File: src/sbpr_pkg.sv
// Constants, field layouts and carriers for the discoverable parameter ROM.
// Assumes a single 40 MHz clock domain and an AXI4-Lite master with 32-bit data.
package sbpr_pkg;

  // ----------------------------------------------------------------
  // Bus geometry and response codes
  // ----------------------------------------------------------------
  localparam int SBPR_AW = 8;
  localparam logic [1:0] SBPR_RESP_OKAY = 2'h0;
  localparam logic [1:0] SBPR_RESP_SLVERR = 2'h2;
  localparam logic [1:0] SBPR_RESP_DECERR = 2'h3;

  // ----------------------------------------------------------------
  // Register byte addresses
  // ----------------------------------------------------------------
  localparam logic [SBPR_AW-1:0] SBPR_OFF_HDR1_DW1 = 8'h00;
  localparam logic [SBPR_AW-1:0] SBPR_OFF_HDR1_DW2 = 8'h04;
  localparam logic [SBPR_AW-1:0] SBPR_OFF_BASIC_DW1 = 8'h08;
  localparam logic [SBPR_AW-1:0] SBPR_OFF_BASIC_DW2 = 8'h0C;
  localparam logic [SBPR_AW-1:0] SBPR_OFF_BASIC_DW3 = 8'h10;
  localparam logic [SBPR_AW-1:0] SBPR_OFF_WIN_ADDR = 8'h14;
  localparam logic [SBPR_AW-1:0] SBPR_OFF_WIN_DATA = 8'h18;
  localparam logic [23:0] SBPR_WIN_ADDR_RST = 24'h000000;
  localparam logic [7:0] SBPR_BYTE_UNMAPPED = 8'hFF;

  // ----------------------------------------------------------------
  // Second parameter header
  // ----------------------------------------------------------------
  localparam logic [23:0] SBPR_HDR1_BASE = 24'h000010;
  localparam logic [7:0] SBPR_HDR1_ID_LSB = 8'h84;
  localparam logic [7:0] SBPR_HDR1_MINOR = 8'h00;
  localparam logic [7:0] SBPR_HDR1_MAJOR = 8'h01;
  localparam logic [7:0] SBPR_HDR1_LEN = 8'h02;
  localparam logic [23:0] SBPR_TABLE_BASE = 24'h000340;
  localparam logic [7:0] SBPR_HDR1_ID_MSB = 8'hFF;
  localparam logic [31:0] SBPR_HDR1_DW1 =
    {SBPR_HDR1_LEN, SBPR_HDR1_MAJOR, SBPR_HDR1_MINOR, SBPR_HDR1_ID_LSB};
  localparam logic [31:0] SBPR_HDR1_DW2 = {SBPR_HDR1_ID_MSB, SBPR_TABLE_BASE};

  // ----------------------------------------------------------------
  // Basic parameter table fields
  // ----------------------------------------------------------------
  localparam logic [2:0] SBPR_B0_UNUSED = 3'h7;
  localparam logic [1:0] SBPR_B0_VOL_WR = 2'h0;
  localparam logic [0:0] SBPR_B0_BUF_GT64 = 1'h1;
  localparam logic [1:0] SBPR_B0_ERASE_4K = 2'h1;
  localparam logic [7:0] SBPR_B0 =
    {SBPR_B0_UNUSED, SBPR_B0_VOL_WR, SBPR_B0_BUF_GT64, SBPR_B0_ERASE_4K};
  localparam logic [7:0] SBPR_B1_ERASE_4K_CMD = 8'h20;
  localparam logic [0:0] SBPR_B2_UNUSED = 1'h1;
  localparam logic [0:0] SBPR_B2_QUAD_OUTPUT_READ = 1'h1;
  localparam logic [0:0] SBPR_B2_QUAD_ADDR_DATA_READ = 1'h1;
  localparam logic [0:0] SBPR_B2_DUAL_ADDR_DATA_READ = 1'h1;
  localparam logic [0:0] SBPR_B2_DDR = 1'h1;
  localparam logic [1:0] SBPR_B2_ADDR_BYTES = 2'h1;
  localparam logic [0:0] SBPR_B2_FAST_SINGLE_LINE_IO = 1'h1;
  localparam logic [7:0] SBPR_B2 =
    {SBPR_B2_UNUSED, SBPR_B2_QUAD_OUTPUT_READ, SBPR_B2_QUAD_ADDR_DATA_READ,
     SBPR_B2_DUAL_ADDR_DATA_READ, SBPR_B2_DDR, SBPR_B2_ADDR_BYTES,
     SBPR_B2_FAST_SINGLE_LINE_IO};
  localparam logic [7:0] SBPR_B3 = 8'hFF;
  localparam logic [31:0] SBPR_DENSITY = 32'h03FFFFFF;
  localparam logic [2:0] SBPR_QIO_MODE_CYC = 3'h2;
  localparam logic [4:0] SBPR_QIO_DUMMY_CYC = 5'h08;
  localparam logic [7:0] SBPR_B8 = {SBPR_QIO_MODE_CYC, SBPR_QIO_DUMMY_CYC};
  localparam logic [7:0] SBPR_B9_QIO_CMD = 8'hEB;
  localparam logic [31:0] SBPR_BASIC_DW1 = {SBPR_B3, SBPR_B2, SBPR_B1_ERASE_4K_CMD, SBPR_B0};
  localparam logic [31:0] SBPR_BASIC_DW3 = {16'h0000, SBPR_B9_QIO_CMD, SBPR_B8};
  localparam int SBPR_HDR1_BYTES = 8;
  localparam int SBPR_TABLE_BYTES = 10;

  // ----------------------------------------------------------------
  // Carriers
  // ----------------------------------------------------------------
  typedef struct packed {
    logic [31:0] data;
    logic [1:0] resp;
  } sbpr_rsp_s;

  // Byte at an address of the discoverable parameter space
  function automatic logic [7:0] sbpr_byte_at(input logic [23:0] a);
    logic [23:0] off_h;
    logic [23:0] off_t;
    logic [63:0] hdr;
    logic [79:0] tbl;
    off_h = a - SBPR_HDR1_BASE;
    off_t = a - SBPR_TABLE_BASE;
    hdr = {SBPR_HDR1_DW2, SBPR_HDR1_DW1};
    tbl = {SBPR_BASIC_DW3[15:0], SBPR_DENSITY, SBPR_BASIC_DW1};
    if (a >= SBPR_HDR1_BASE && off_h < 24'(SBPR_HDR1_BYTES)) begin
      sbpr_byte_at = hdr[{off_h[2:0], 3'h0} +: 8];
    end else if (a >= SBPR_TABLE_BASE && off_t < 24'(SBPR_TABLE_BYTES)) begin
      sbpr_byte_at = tbl[{off_t[3:0], 3'h0} +: 8];
    end else begin
      sbpr_byte_at = SBPR_BYTE_UNMAPPED;
    end
  endfunction : sbpr_byte_at

endpackage : sbpr_pkg

File: src/sbpr_rom.sv
// AXI4-Lite register view of the discoverable parameter ROM tail.
// Assumes one master with at most one read and one write under way.
`timescale 1ns/1ps

// How it works
// [RL1] Header two table length reads 02h
// [RL2] Header two pointer bytes 40h 03h 00h
// [RL3] Header two identifier MSB reads FFh
// [RL4] Table byte 0 reads E5h
// [RL5] Table byte 1 holds erase command 20h
// [RL6] Table byte 2 reads FBh read support
// [RL7] Address byte field encodes three or four
// [RL8] Table byte 3 reads FFh unused
// [RL9] Density bytes report 03FFFFFFh
// [RL10] Table byte 8 reads 48h cycles
// [RL11] Table byte 9 holds command EBh
// [RL12] Header two identifier LSB reads 84h
// [RL13] Bytes read at base plus offset, never altered
module sbpr_rom (
  input wire logic aclk,
  input wire logic aresetn,
  input wire logic [sbpr_pkg::SBPR_AW-1:0] awaddr,
  input wire logic [2:0] awprot,
  input wire logic awvalid,
  output logic awready,
  input wire logic [31:0] wdata,
  input wire logic [3:0] wstrb,
  input wire logic wvalid,
  output logic wready,
  output logic [1:0] bresp,
  output logic bvalid,
  input wire logic bready,
  input wire logic [sbpr_pkg::SBPR_AW-1:0] araddr,
  input wire logic [2:0] arprot,
  input wire logic arvalid,
  output logic arready,
  output logic [31:0] rdata,
  output logic [1:0] rresp,
  output logic rvalid,
  input wire logic rready
);
  import sbpr_pkg::*;

  // ----------------------------------------------------------------
  // State
  // ----------------------------------------------------------------
  logic aw_held;
  logic w_held;
  logic [SBPR_AW-1:0] aw_addr_q;
  logic [31:0] w_data_q;
  logic [3:0] w_strb_q;
  logic [23:0] win_addr;
  logic [SBPR_AW-1:0] rd_sel;
  sbpr_rsp_s rd_rsp;
  sbpr_rsp_s next_rd_rsp;
  logic [SBPR_AW-1:0] ar_word;
  logic [SBPR_AW-1:0] aw_word;
  logic wr_fire;

  // Protection bits carry no meaning for a constant table
  logic prot_unused;
  assign prot_unused = ^{awprot, arprot};

  assign ar_word = {araddr[SBPR_AW-1:2], 2'h0};
  assign aw_word = {aw_addr_q[SBPR_AW-1:2], 2'h0};
  assign wr_fire = aw_held && w_held && !bvalid;

  // ----------------------------------------------------------------
  // Read decode
  // ----------------------------------------------------------------
  // Constant words; the window register returns the byte it points at
  always_comb begin
    next_rd_rsp.resp = SBPR_RESP_OKAY;
    next_rd_rsp.data = 32'h00000000;
    case (ar_word)
      SBPR_OFF_HDR1_DW1: next_rd_rsp.data = SBPR_HDR1_DW1; // RL1 RL12
      SBPR_OFF_HDR1_DW2: next_rd_rsp.data = SBPR_HDR1_DW2; // RL2 RL3
      SBPR_OFF_BASIC_DW1: next_rd_rsp.data = SBPR_BASIC_DW1; // RL4 RL5 RL6 RL7 RL8
      SBPR_OFF_BASIC_DW2: next_rd_rsp.data = SBPR_DENSITY; // RL9
      SBPR_OFF_BASIC_DW3: next_rd_rsp.data = SBPR_BASIC_DW3; // RL10 RL11
      SBPR_OFF_WIN_ADDR: next_rd_rsp.data = {8'h00, win_addr};
      SBPR_OFF_WIN_DATA: next_rd_rsp.data = {24'h000000, sbpr_byte_at(win_addr)}; // RL13
      default: next_rd_rsp.resp = SBPR_RESP_DECERR;
    endcase
  end

  // ----------------------------------------------------------------
  // Read channel
  // ----------------------------------------------------------------
  // Ready drops while an answer waits, so only one read is in flight
  always_ff @(posedge aclk) begin
    if (!aresetn) begin
      arready <= 1'b0;
    end else if (arvalid && arready) begin
      arready <= 1'b0;
    end else if (!rvalid || rready) begin
      arready <= 1'b1;
    end
  end

  // Answer is registered one edge after the address is taken
  always_ff @(posedge aclk) begin
    if (!aresetn) begin
      rvalid <= 1'b0;
      rd_rsp <= '0;
      rd_sel <= '0;
    end else if (arvalid && arready) begin
      rvalid <= 1'b1;
      rd_rsp <= next_rd_rsp;
      rd_sel <= ar_word;
    end else if (rvalid && rready) begin
      rvalid <= 1'b0;
    end
  end

  assign rdata = rd_rsp.data;
  assign rresp = rd_rsp.resp;

  // ----------------------------------------------------------------
  // Write channels
  // ----------------------------------------------------------------
  // Address and data are caught in either order and held until both exist
  always_ff @(posedge aclk) begin
    if (!aresetn) begin
      awready <= 1'b0;
      aw_held <= 1'b0;
      aw_addr_q <= '0;
    end else if (awvalid && awready) begin
      awready <= 1'b0;
      aw_held <= 1'b1;
      aw_addr_q <= awaddr;
    end else if (wr_fire) begin
      aw_held <= 1'b0;
    end else if (!aw_held && (!bvalid || bready)) begin
      awready <= 1'b1;
    end
  end

  always_ff @(posedge aclk) begin
    if (!aresetn) begin
      wready <= 1'b0;
      w_held <= 1'b0;
      w_data_q <= '0;
      w_strb_q <= '0;
    end else if (wvalid && wready) begin
      wready <= 1'b0;
      w_held <= 1'b1;
      w_data_q <= wdata;
      w_strb_q <= wstrb;
    end else if (wr_fire) begin
      w_held <= 1'b0;
    end else if (!w_held && (!bvalid || bready)) begin
      wready <= 1'b1;
    end
  end

  // Response follows both halves; table words refuse writes
  always_ff @(posedge aclk) begin
    if (!aresetn) begin
      bvalid <= 1'b0;
      bresp <= SBPR_RESP_OKAY;
    end else if (wr_fire) begin
      bvalid <= 1'b1;
      case (aw_word)
        SBPR_OFF_WIN_ADDR: bresp <= SBPR_RESP_OKAY;
        SBPR_OFF_HDR1_DW1, SBPR_OFF_HDR1_DW2, SBPR_OFF_BASIC_DW1,
        SBPR_OFF_BASIC_DW2, SBPR_OFF_BASIC_DW3,
        SBPR_OFF_WIN_DATA: bresp <= SBPR_RESP_SLVERR; // RL13
        default: bresp <= SBPR_RESP_DECERR;
      endcase
    end else if (bvalid && bready) begin
      bvalid <= 1'b0;
    end
  end

  // ----------------------------------------------------------------
  // Window pointer into the parameter space
  // ----------------------------------------------------------------
  // Byte lanes honoured; lane 3 has no storage and is dropped
  always_ff @(posedge aclk) begin
    if (!aresetn) begin
      win_addr <= SBPR_WIN_ADDR_RST;
    end else if (wr_fire && aw_word == SBPR_OFF_WIN_ADDR) begin
      for (int i = 0; i < 3; i++) begin
        if (w_strb_q[i]) begin
          win_addr[8*i +: 8] <= w_data_q[8*i +: 8];
        end
      end
    end
  end
endmodule : sbpr_rom

File: config.mk
export PLATFORM = sky130hd
export DESIGN_NAME = sbpr_rom
export DESIGN_NICKNAME = d
export VERILOG_FILES = /design/src/sbpr_pkg.sv /design/src/sbpr_rom.sv
export SDC_FILE = /design/constraint.sdc
export NUM_CORES = 1
export LEC_CHECK = 0
export ABC_CLOCK_PERIOD_IN_PS = 6700
export BUFFER_PORTS_ARGS = -buffer_cell sky130_fd_sc_hd__buf_4
export CAP_MARGIN = 20
export CELL_PAD_IN_SITES_DETAIL_PLACEMENT = 1
export CELL_PAD_IN_SITES_GLOBAL_PLACEMENT = 2
export CORE_MARGIN = 3
export CORE_UTILIZATION = 33
export DETAILED_ROUTE_END_ITERATION = 8
export PLACE_DENSITY_LB_ADDON = 0.1
export SLEW_MARGIN = 15
export SYNTH_ARGS = -nofsm -noshare
export SYNTH_HDL_FRONTEND = slang
export SYNTH_SLANG_ARGS = --single-unit
File: constraint.sdc
create_clock -name aclk -period 6.7 [get_ports aclk]
set_input_delay 0.67 -clock aclk [delete_from_list [all_inputs] [get_ports aclk]]
set_output_delay 0.67 -clock aclk [all_outputs]
set_load 0.02 [all_outputs]
* Word level (Yosys, flattened, before mapping)
Cells that the tools add are included.
** Storage, ports and cells
- Register bits after elaboration :: 102
- Input bits :: 65
** Operators by class
- Shift operators :: 2
- Bitwise operators :: 2
- Reduce and logical (&&, ||, !) cells :: 34
- Muxes and demuxes :: 12
- Eq/ne operators :: 12
- Add/subtract/negate cells :: 2
- Magnitude comparators :: 4
** Operator list (count)
- one-hot mux 32 bit (7 select lines) :: 1
- variable part select 80 x 8 -> 8 bit (first input constant) :: 1
- variable part select 64 x 7 -> 8 bit (first input constant) :: 1
- < comparator 24 x 4 -> 1 bit (second input constant) :: 2
- == test 6 x 3 -> 1 bit (second input constant) :: 6
- == test 6 x 2 -> 1 bit (second input constant) :: 4
- greater-or-equal comparator 24 x 10 -> 1 bit (second input constant) :: 1
- greater-or-equal comparator 24 x 5 -> 1 bit (second input constant) :: 1
- subtractor 24 x 10 -> 24 bit (second input constant) :: 1
- subtractor 24 x 5 -> 24 bit (second input constant) :: 1
- zero test 8 bit :: 2
- 2-to-1 mux 8 bit :: 2
- == test 6 x 1 -> 1 bit (second input constant) :: 2
- logical AND 1 bit :: 12
- AND reduction 2 bit :: 5
- nonzero test 2 bit :: 4
- 2-to-1 mux 1 bit :: 7
- OR reduction 7 bit :: 1
- OR reduction 2 bit :: 3
- OR reduction 6 bit :: 1
- zero test 1 bit :: 4
- one-hot mux 2 bit (2 select lines) :: 1
- logical OR 1 bit :: 2
- 2-to-1 mux 2 bit :: 1
- NOT 1 bit :: 2

* Longest topological paths before layout
- Depth after elaboration :: 6
- Gate-level depth with buffers :: 8
- Mapped depth without buffers :: 7

* Worst setup path before layout
Ideal clock, no wire load.
- Path kind :: register to register
- Start point :: register win_addr[7]
- End point :: register rd_rsp (netlist bit rdata[2])
- Data arrival time :: 2.120 ns
- Path buffers :: 0
- Library setup time :: 0.130 ns
- Slack :: 4.450 ns
- Cell stages (with the launch flop) :: 7
- Period minus slack after synthesis :: 2.250 ns
- Cells stage by stage :: dfxtp_1 > or4_4 > or4_4 > a2111oi_4 > nand2_2 > a221oi_2 > a31oi_1
** On the way
- Longest elaborated chain between the ends :: 6
** Ends and longest elaborated chain
- start: declaration :: line sbpr_rom.sv:52 : logic [23:0] win_addr;
- start signal: indexed assignment :: line sbpr_rom.sv:186 : win_addr[8*i +: 8] <= w_data_q[8*i +: 8];
- subtractor 24 x 10 -> 24 bit :: line sbpr_pkg.sv:87 : off_t = a - SBPR_TABLE_BASE;
- < comparator 24 x 4 -> 1 bit :: line sbpr_pkg.sv:92 : end else if (a >= SBPR_TABLE_BASE && off_t < 24'(SBPR_TABLE_BYTES)) begin
- logical AND 1 bit :: line sbpr_pkg.sv:92
- 2-to-1 mux 8 bit :: line sbpr_pkg.sv:92
- 2-to-1 mux 8 bit * :: line sbpr_pkg.sv:90 : if (a >= SBPR_HDR1_BASE && off_h < 24'(SBPR_HDR1_BYTES)) begin
- one-hot mux 32 bit (7 select lines) * :: line sbpr_rom.sv:75 : case (ar_word)
- end signal: assignment :: line sbpr_rom.sv:109 : rd_rsp <= next_rd_rsp;
- end: declaration :: line sbpr_rom.sv:54 : sbpr_rsp_s rd_rsp;
Mark *: on every way between the ends. The rest lies on a longest branch, timed or not.
A chain may end at the register's enable or synchronous reset.

* Worst setup path after layout
- Start point :: input port araddr[5] in the netlist's numbering
- End point :: register rd_rsp (netlist bit rdata[1])
** On the way
- Longest elaborated chain between the ends :: 2
** Ends and longest elaborated chain
- start: declaration :: line sbpr_rom.sv:33 : input wire logic [sbpr_pkg::SBPR_AW-1:0] araddr,
- == test 6 x 3 -> 1 bit (tied with other cells) :: line sbpr_rom.sv:75
- one-hot mux 32 bit (7 select lines) * :: line sbpr_rom.sv:75
Marks and branches as above.

==> results_dict.tcl <==
set metrics [dict create \
    outcome "finished clean" \
    wirelength_mm 12.0 \
    final_count_of_negative_setup_slack_endpoints 0 \
    post_route_cells_drive_above_1_share_pct 18.7 \
    timing_worst_slew_pin_value_ns 1.04 \
    share_of_synthesized_cell_area_in_full_adder_half_adder_and_majority_cells_pct 1.42 \
    cp-start-kind "primary input" \
    critical_path.max_fanout 20 \
    yosys.area_share.xor_xnor_pct 0.994 \
    combinational_family_with_the_most_area_after_synthesis "compound AO/OA/AOI/OAI gates" \
    fraction_of_registers_with_async_set_reset_pct 0 \
    worst-endpoint-required_ns 6.96 \
    hold_sp "rdata[12]$_SDFFE_PN0P_" \
    synth_seq_area_share_pct 42.7 \
    mappedNetlistNets 616 \
    cellPowerDensity_nw_per_um2 221 \
    design.final.nets 675 \
    ys_top_cells_by_count "120 x sky130_fd_sc_hd__nand2_1, 94 x sky130_fd_sc_hd__dfxtp_1, 61 x sky130_fd_sc_hd__a21boi_0" \
    cts-hold-fix-buffers 0 \
    crit_path_end_kind "flop" \
    slew_violations 0 \
    hold_path.class "reg2reg" \
    drt_pass1_iterations 4 \
    fin_util_pct 42.2 \
    viasPerCell 5.05 \
    finalHoldViolCount 0 \
    cts_max_path_buffers 2 \
    synth_compound_gate_area_share_pct 25.0 \
    post_synthesis_instance_area_um2 4400 \
    via_count_of_the_first_global_routing_pass 3870 \
    timing.final.crit_period_ns 2.58 \
    timing.critical_path.arrival_ns 2.84 \
    port_buffers 86 \
    antenna_found_initial 0 \
    worst_setup_hold_path_clk_slew_ns 0.06 \
    synth_largest_type_area_fraction_pct 42.7 \
    tritoncts "built" \
    startpoint_to_endpoint_class_of_the_critical_path "in2reg" \
    grt-ovfl-total 0 \
    grtUsageTotal_pct 16.8 \
    initial_core_util_pct 34.3 \
    yosys.cell_types.count 54 \
    cts.root.buffer_cell "sky130_fd_sc_hd__clkbuf_16" \
    h-tree-depth 3 \
    ios 106 \
    synth_top_cell_by_area "sky130_fd_sc_hd__dfxtp_1" \
    dp_hpwl_mm 8.70 \
    cap_violations 0 \
    final_antenna_net_count 0 \
    routabilityCongestion 0.775 \
    yosys.area_share.simple_pct 24.0 \
    die_height_um 122 \
    grt_pass1_wl_mm 19.7 \
    post_synth.cell_area_avg_um2 8.07 \
    rows 41 \
    totalNegativeSetupSlack_ns 0 \
    die_area_um2 14800 \
    synth_enable_flop_cells 0 \
    clock.fmax_mhz 387 \
    cts_made_buffers 9 \
    clk-insertion-delay-late_ns 0.35 \
    grt_start_max_net_pins 73 \
    yosysMostFrequentCell "sky130_fd_sc_hd__nand2_1" \
    wire_per_inst_um 15.3 \
    regToRegStartpoint "win_addr[7]$_SDFFE_PN0P_" \
    synth_warnings 0 \
    power.static_leakage_nw 2.04 \
    rsz0062_at_grt "no" \
    count_of_buffers_added_by_post_cts_timing_repair_for_setup 0 \
    synth-main-ff-cell "sky130_fd_sc_hd__dfxtp_1" \
    vdd_ir_drop_max_mv 0.105 \
    muxShareOfSynthArea_pct 0.938 \
    fin_skew_ns 0.00938 \
    numClockSinks 94 \
    synthToLayoutAreaGrowth_pct 22.8 \
    slew_headroom_pct 30.2 \
    route.vias.total 3950 \
    n_fill_cell 1574 \
    layout_worst_path_cycle_share_pct 38.5 \
    synth-seq-cells 94 \
    core_region_area_um2 12800 \
    netlist_instances 546 \
    detail_route.drc_violations 0 \
    diodes 0 \
    yosys-top-cells-area "sky130_fd_sc_hd__dfxtp_1 43%, sky130_fd_sc_hd__a21boi_0 10%, sky130_fd_sc_hd__nand2_1 10%" \
    post_cts_resize_count 0 \
    worst_setup_path_startpoint "araddr[5]" \
    drtIter0Drc 193 \
    die_w_um 122 \
]
==> metal layers <==
layer | global-route usage, % | vias up | wire, um | share of wire, %
met4 | 7.00 | 0 | 231 | 1.9
li1 | - | 2014 | - | -
met1 | 24.2 | 1834 | 6180 | 52
met2 | 24.8 | 86 | 5090 | 42
met3 | 2.61 | 16 | 479 | 4.0
met5 | 0 | - | 0 | 0
==> kinds of logic after synthesis <==
family                   after synthesis
XOR/XNOR                               5
adder cells (fa/ha/maj)                5
flip-flops                            94
AND/OR/NAND/NOR                      225
buffers and inverters                 49
multiplexers                           4
AO/OA/AOI/OAI                        164
==> layout by cell type (no fill, tap or decap), drive strengths merged, types with 3 or more instances in the layout <==
cell type and count:
dfxtp 94, xnor2 3, a21o 3, o211a 3, buf 89, nor4 3, nand2 121, inv 9
mux2i 3, nand4b 3, and2 5, a211oi 4, nand3 37, or4 6, nand2b 4, nor2 14
a31oi 3, a21boi 62, nor3 10, o21ai 35, nor2b 10, nand4 4, clkinv 3, ha 5
clkbuf 11, o21a 4, a21oi 37
==> final cells by class <==
type	instances	area, um2	area share [%]
sequential	94	1880	34.8
inverter	8	30.0	0.555
multi-input combinational	403	2310	42.7
tap	172	215	3.98
clock buffer	11	243	4.49
clock inverter	5	57.6	1.06
timing repair buffer	89	668	12.4
==> worst paths after layout <==
kind                            cells after the start                      to  slack, ns
worst max-delay path                                7   rdata[1]$_SDFFE_PN0P_       4.12
worst min register to register                      2  rdata[12]$_SDFFE_PN0P_       0.46
worst max register to register                      6   rdata[7]$_SDFFE_PN0P_       4.13
worst min-delay path                                2  rdata[12]$_SDFFE_PN0P_       0.46
==> report_power, final <==
part	switching [W]	internal (W)
combinational	0.0000448	0.0000401
sequential	0.0000126	0.000573
clock	0.000223	0.000300
==> critical path, stage by stage <==
cell and delay (ns):
sky130_fd_sc_hd__buf_4 0.11, sky130_fd_sc_hd__nor3_1 0.59, sky130_fd_sc_hd__and4_1 0.78, sky130_fd_sc_hd__a21oi_1 0.14, sky130_fd_sc_hd__o21ai_0 0.26, sky130_fd_sc_hd__a211oi_1 0.08, sky130_fd_sc_hd__a21oi_1 0.21
==> state kept, by name (all words and copies together), names as in the netlist <==
register   count
arready        1
win_addr      24
wready         1
rresp          1
w_held         1
bresp          2
aw_held        1
awready        1
rvalid         1
w_strb_q       3
aw_addr_q      6
w_data_q      24
rdata         27
bvalid         1
==> stage by stage <==
step	std cells	setup slack [ns]	hold WS (ns)	instance area (um2)	power [W]
after floorplan	546	4.45	0.443	4400	0.000645
after global placement	766	3.83	0.435	5110	0.000682
after detailed placement	766	3.81	0.452	5110	0.000685
after CTS	782	4.14	0.466	5410	0.00121
after global routing	782	3.95	0.486	5410	0.00125
final	782	4.12	0.460	5410	0.00119
Note: power is estimated with default switching activity, not from simulation.
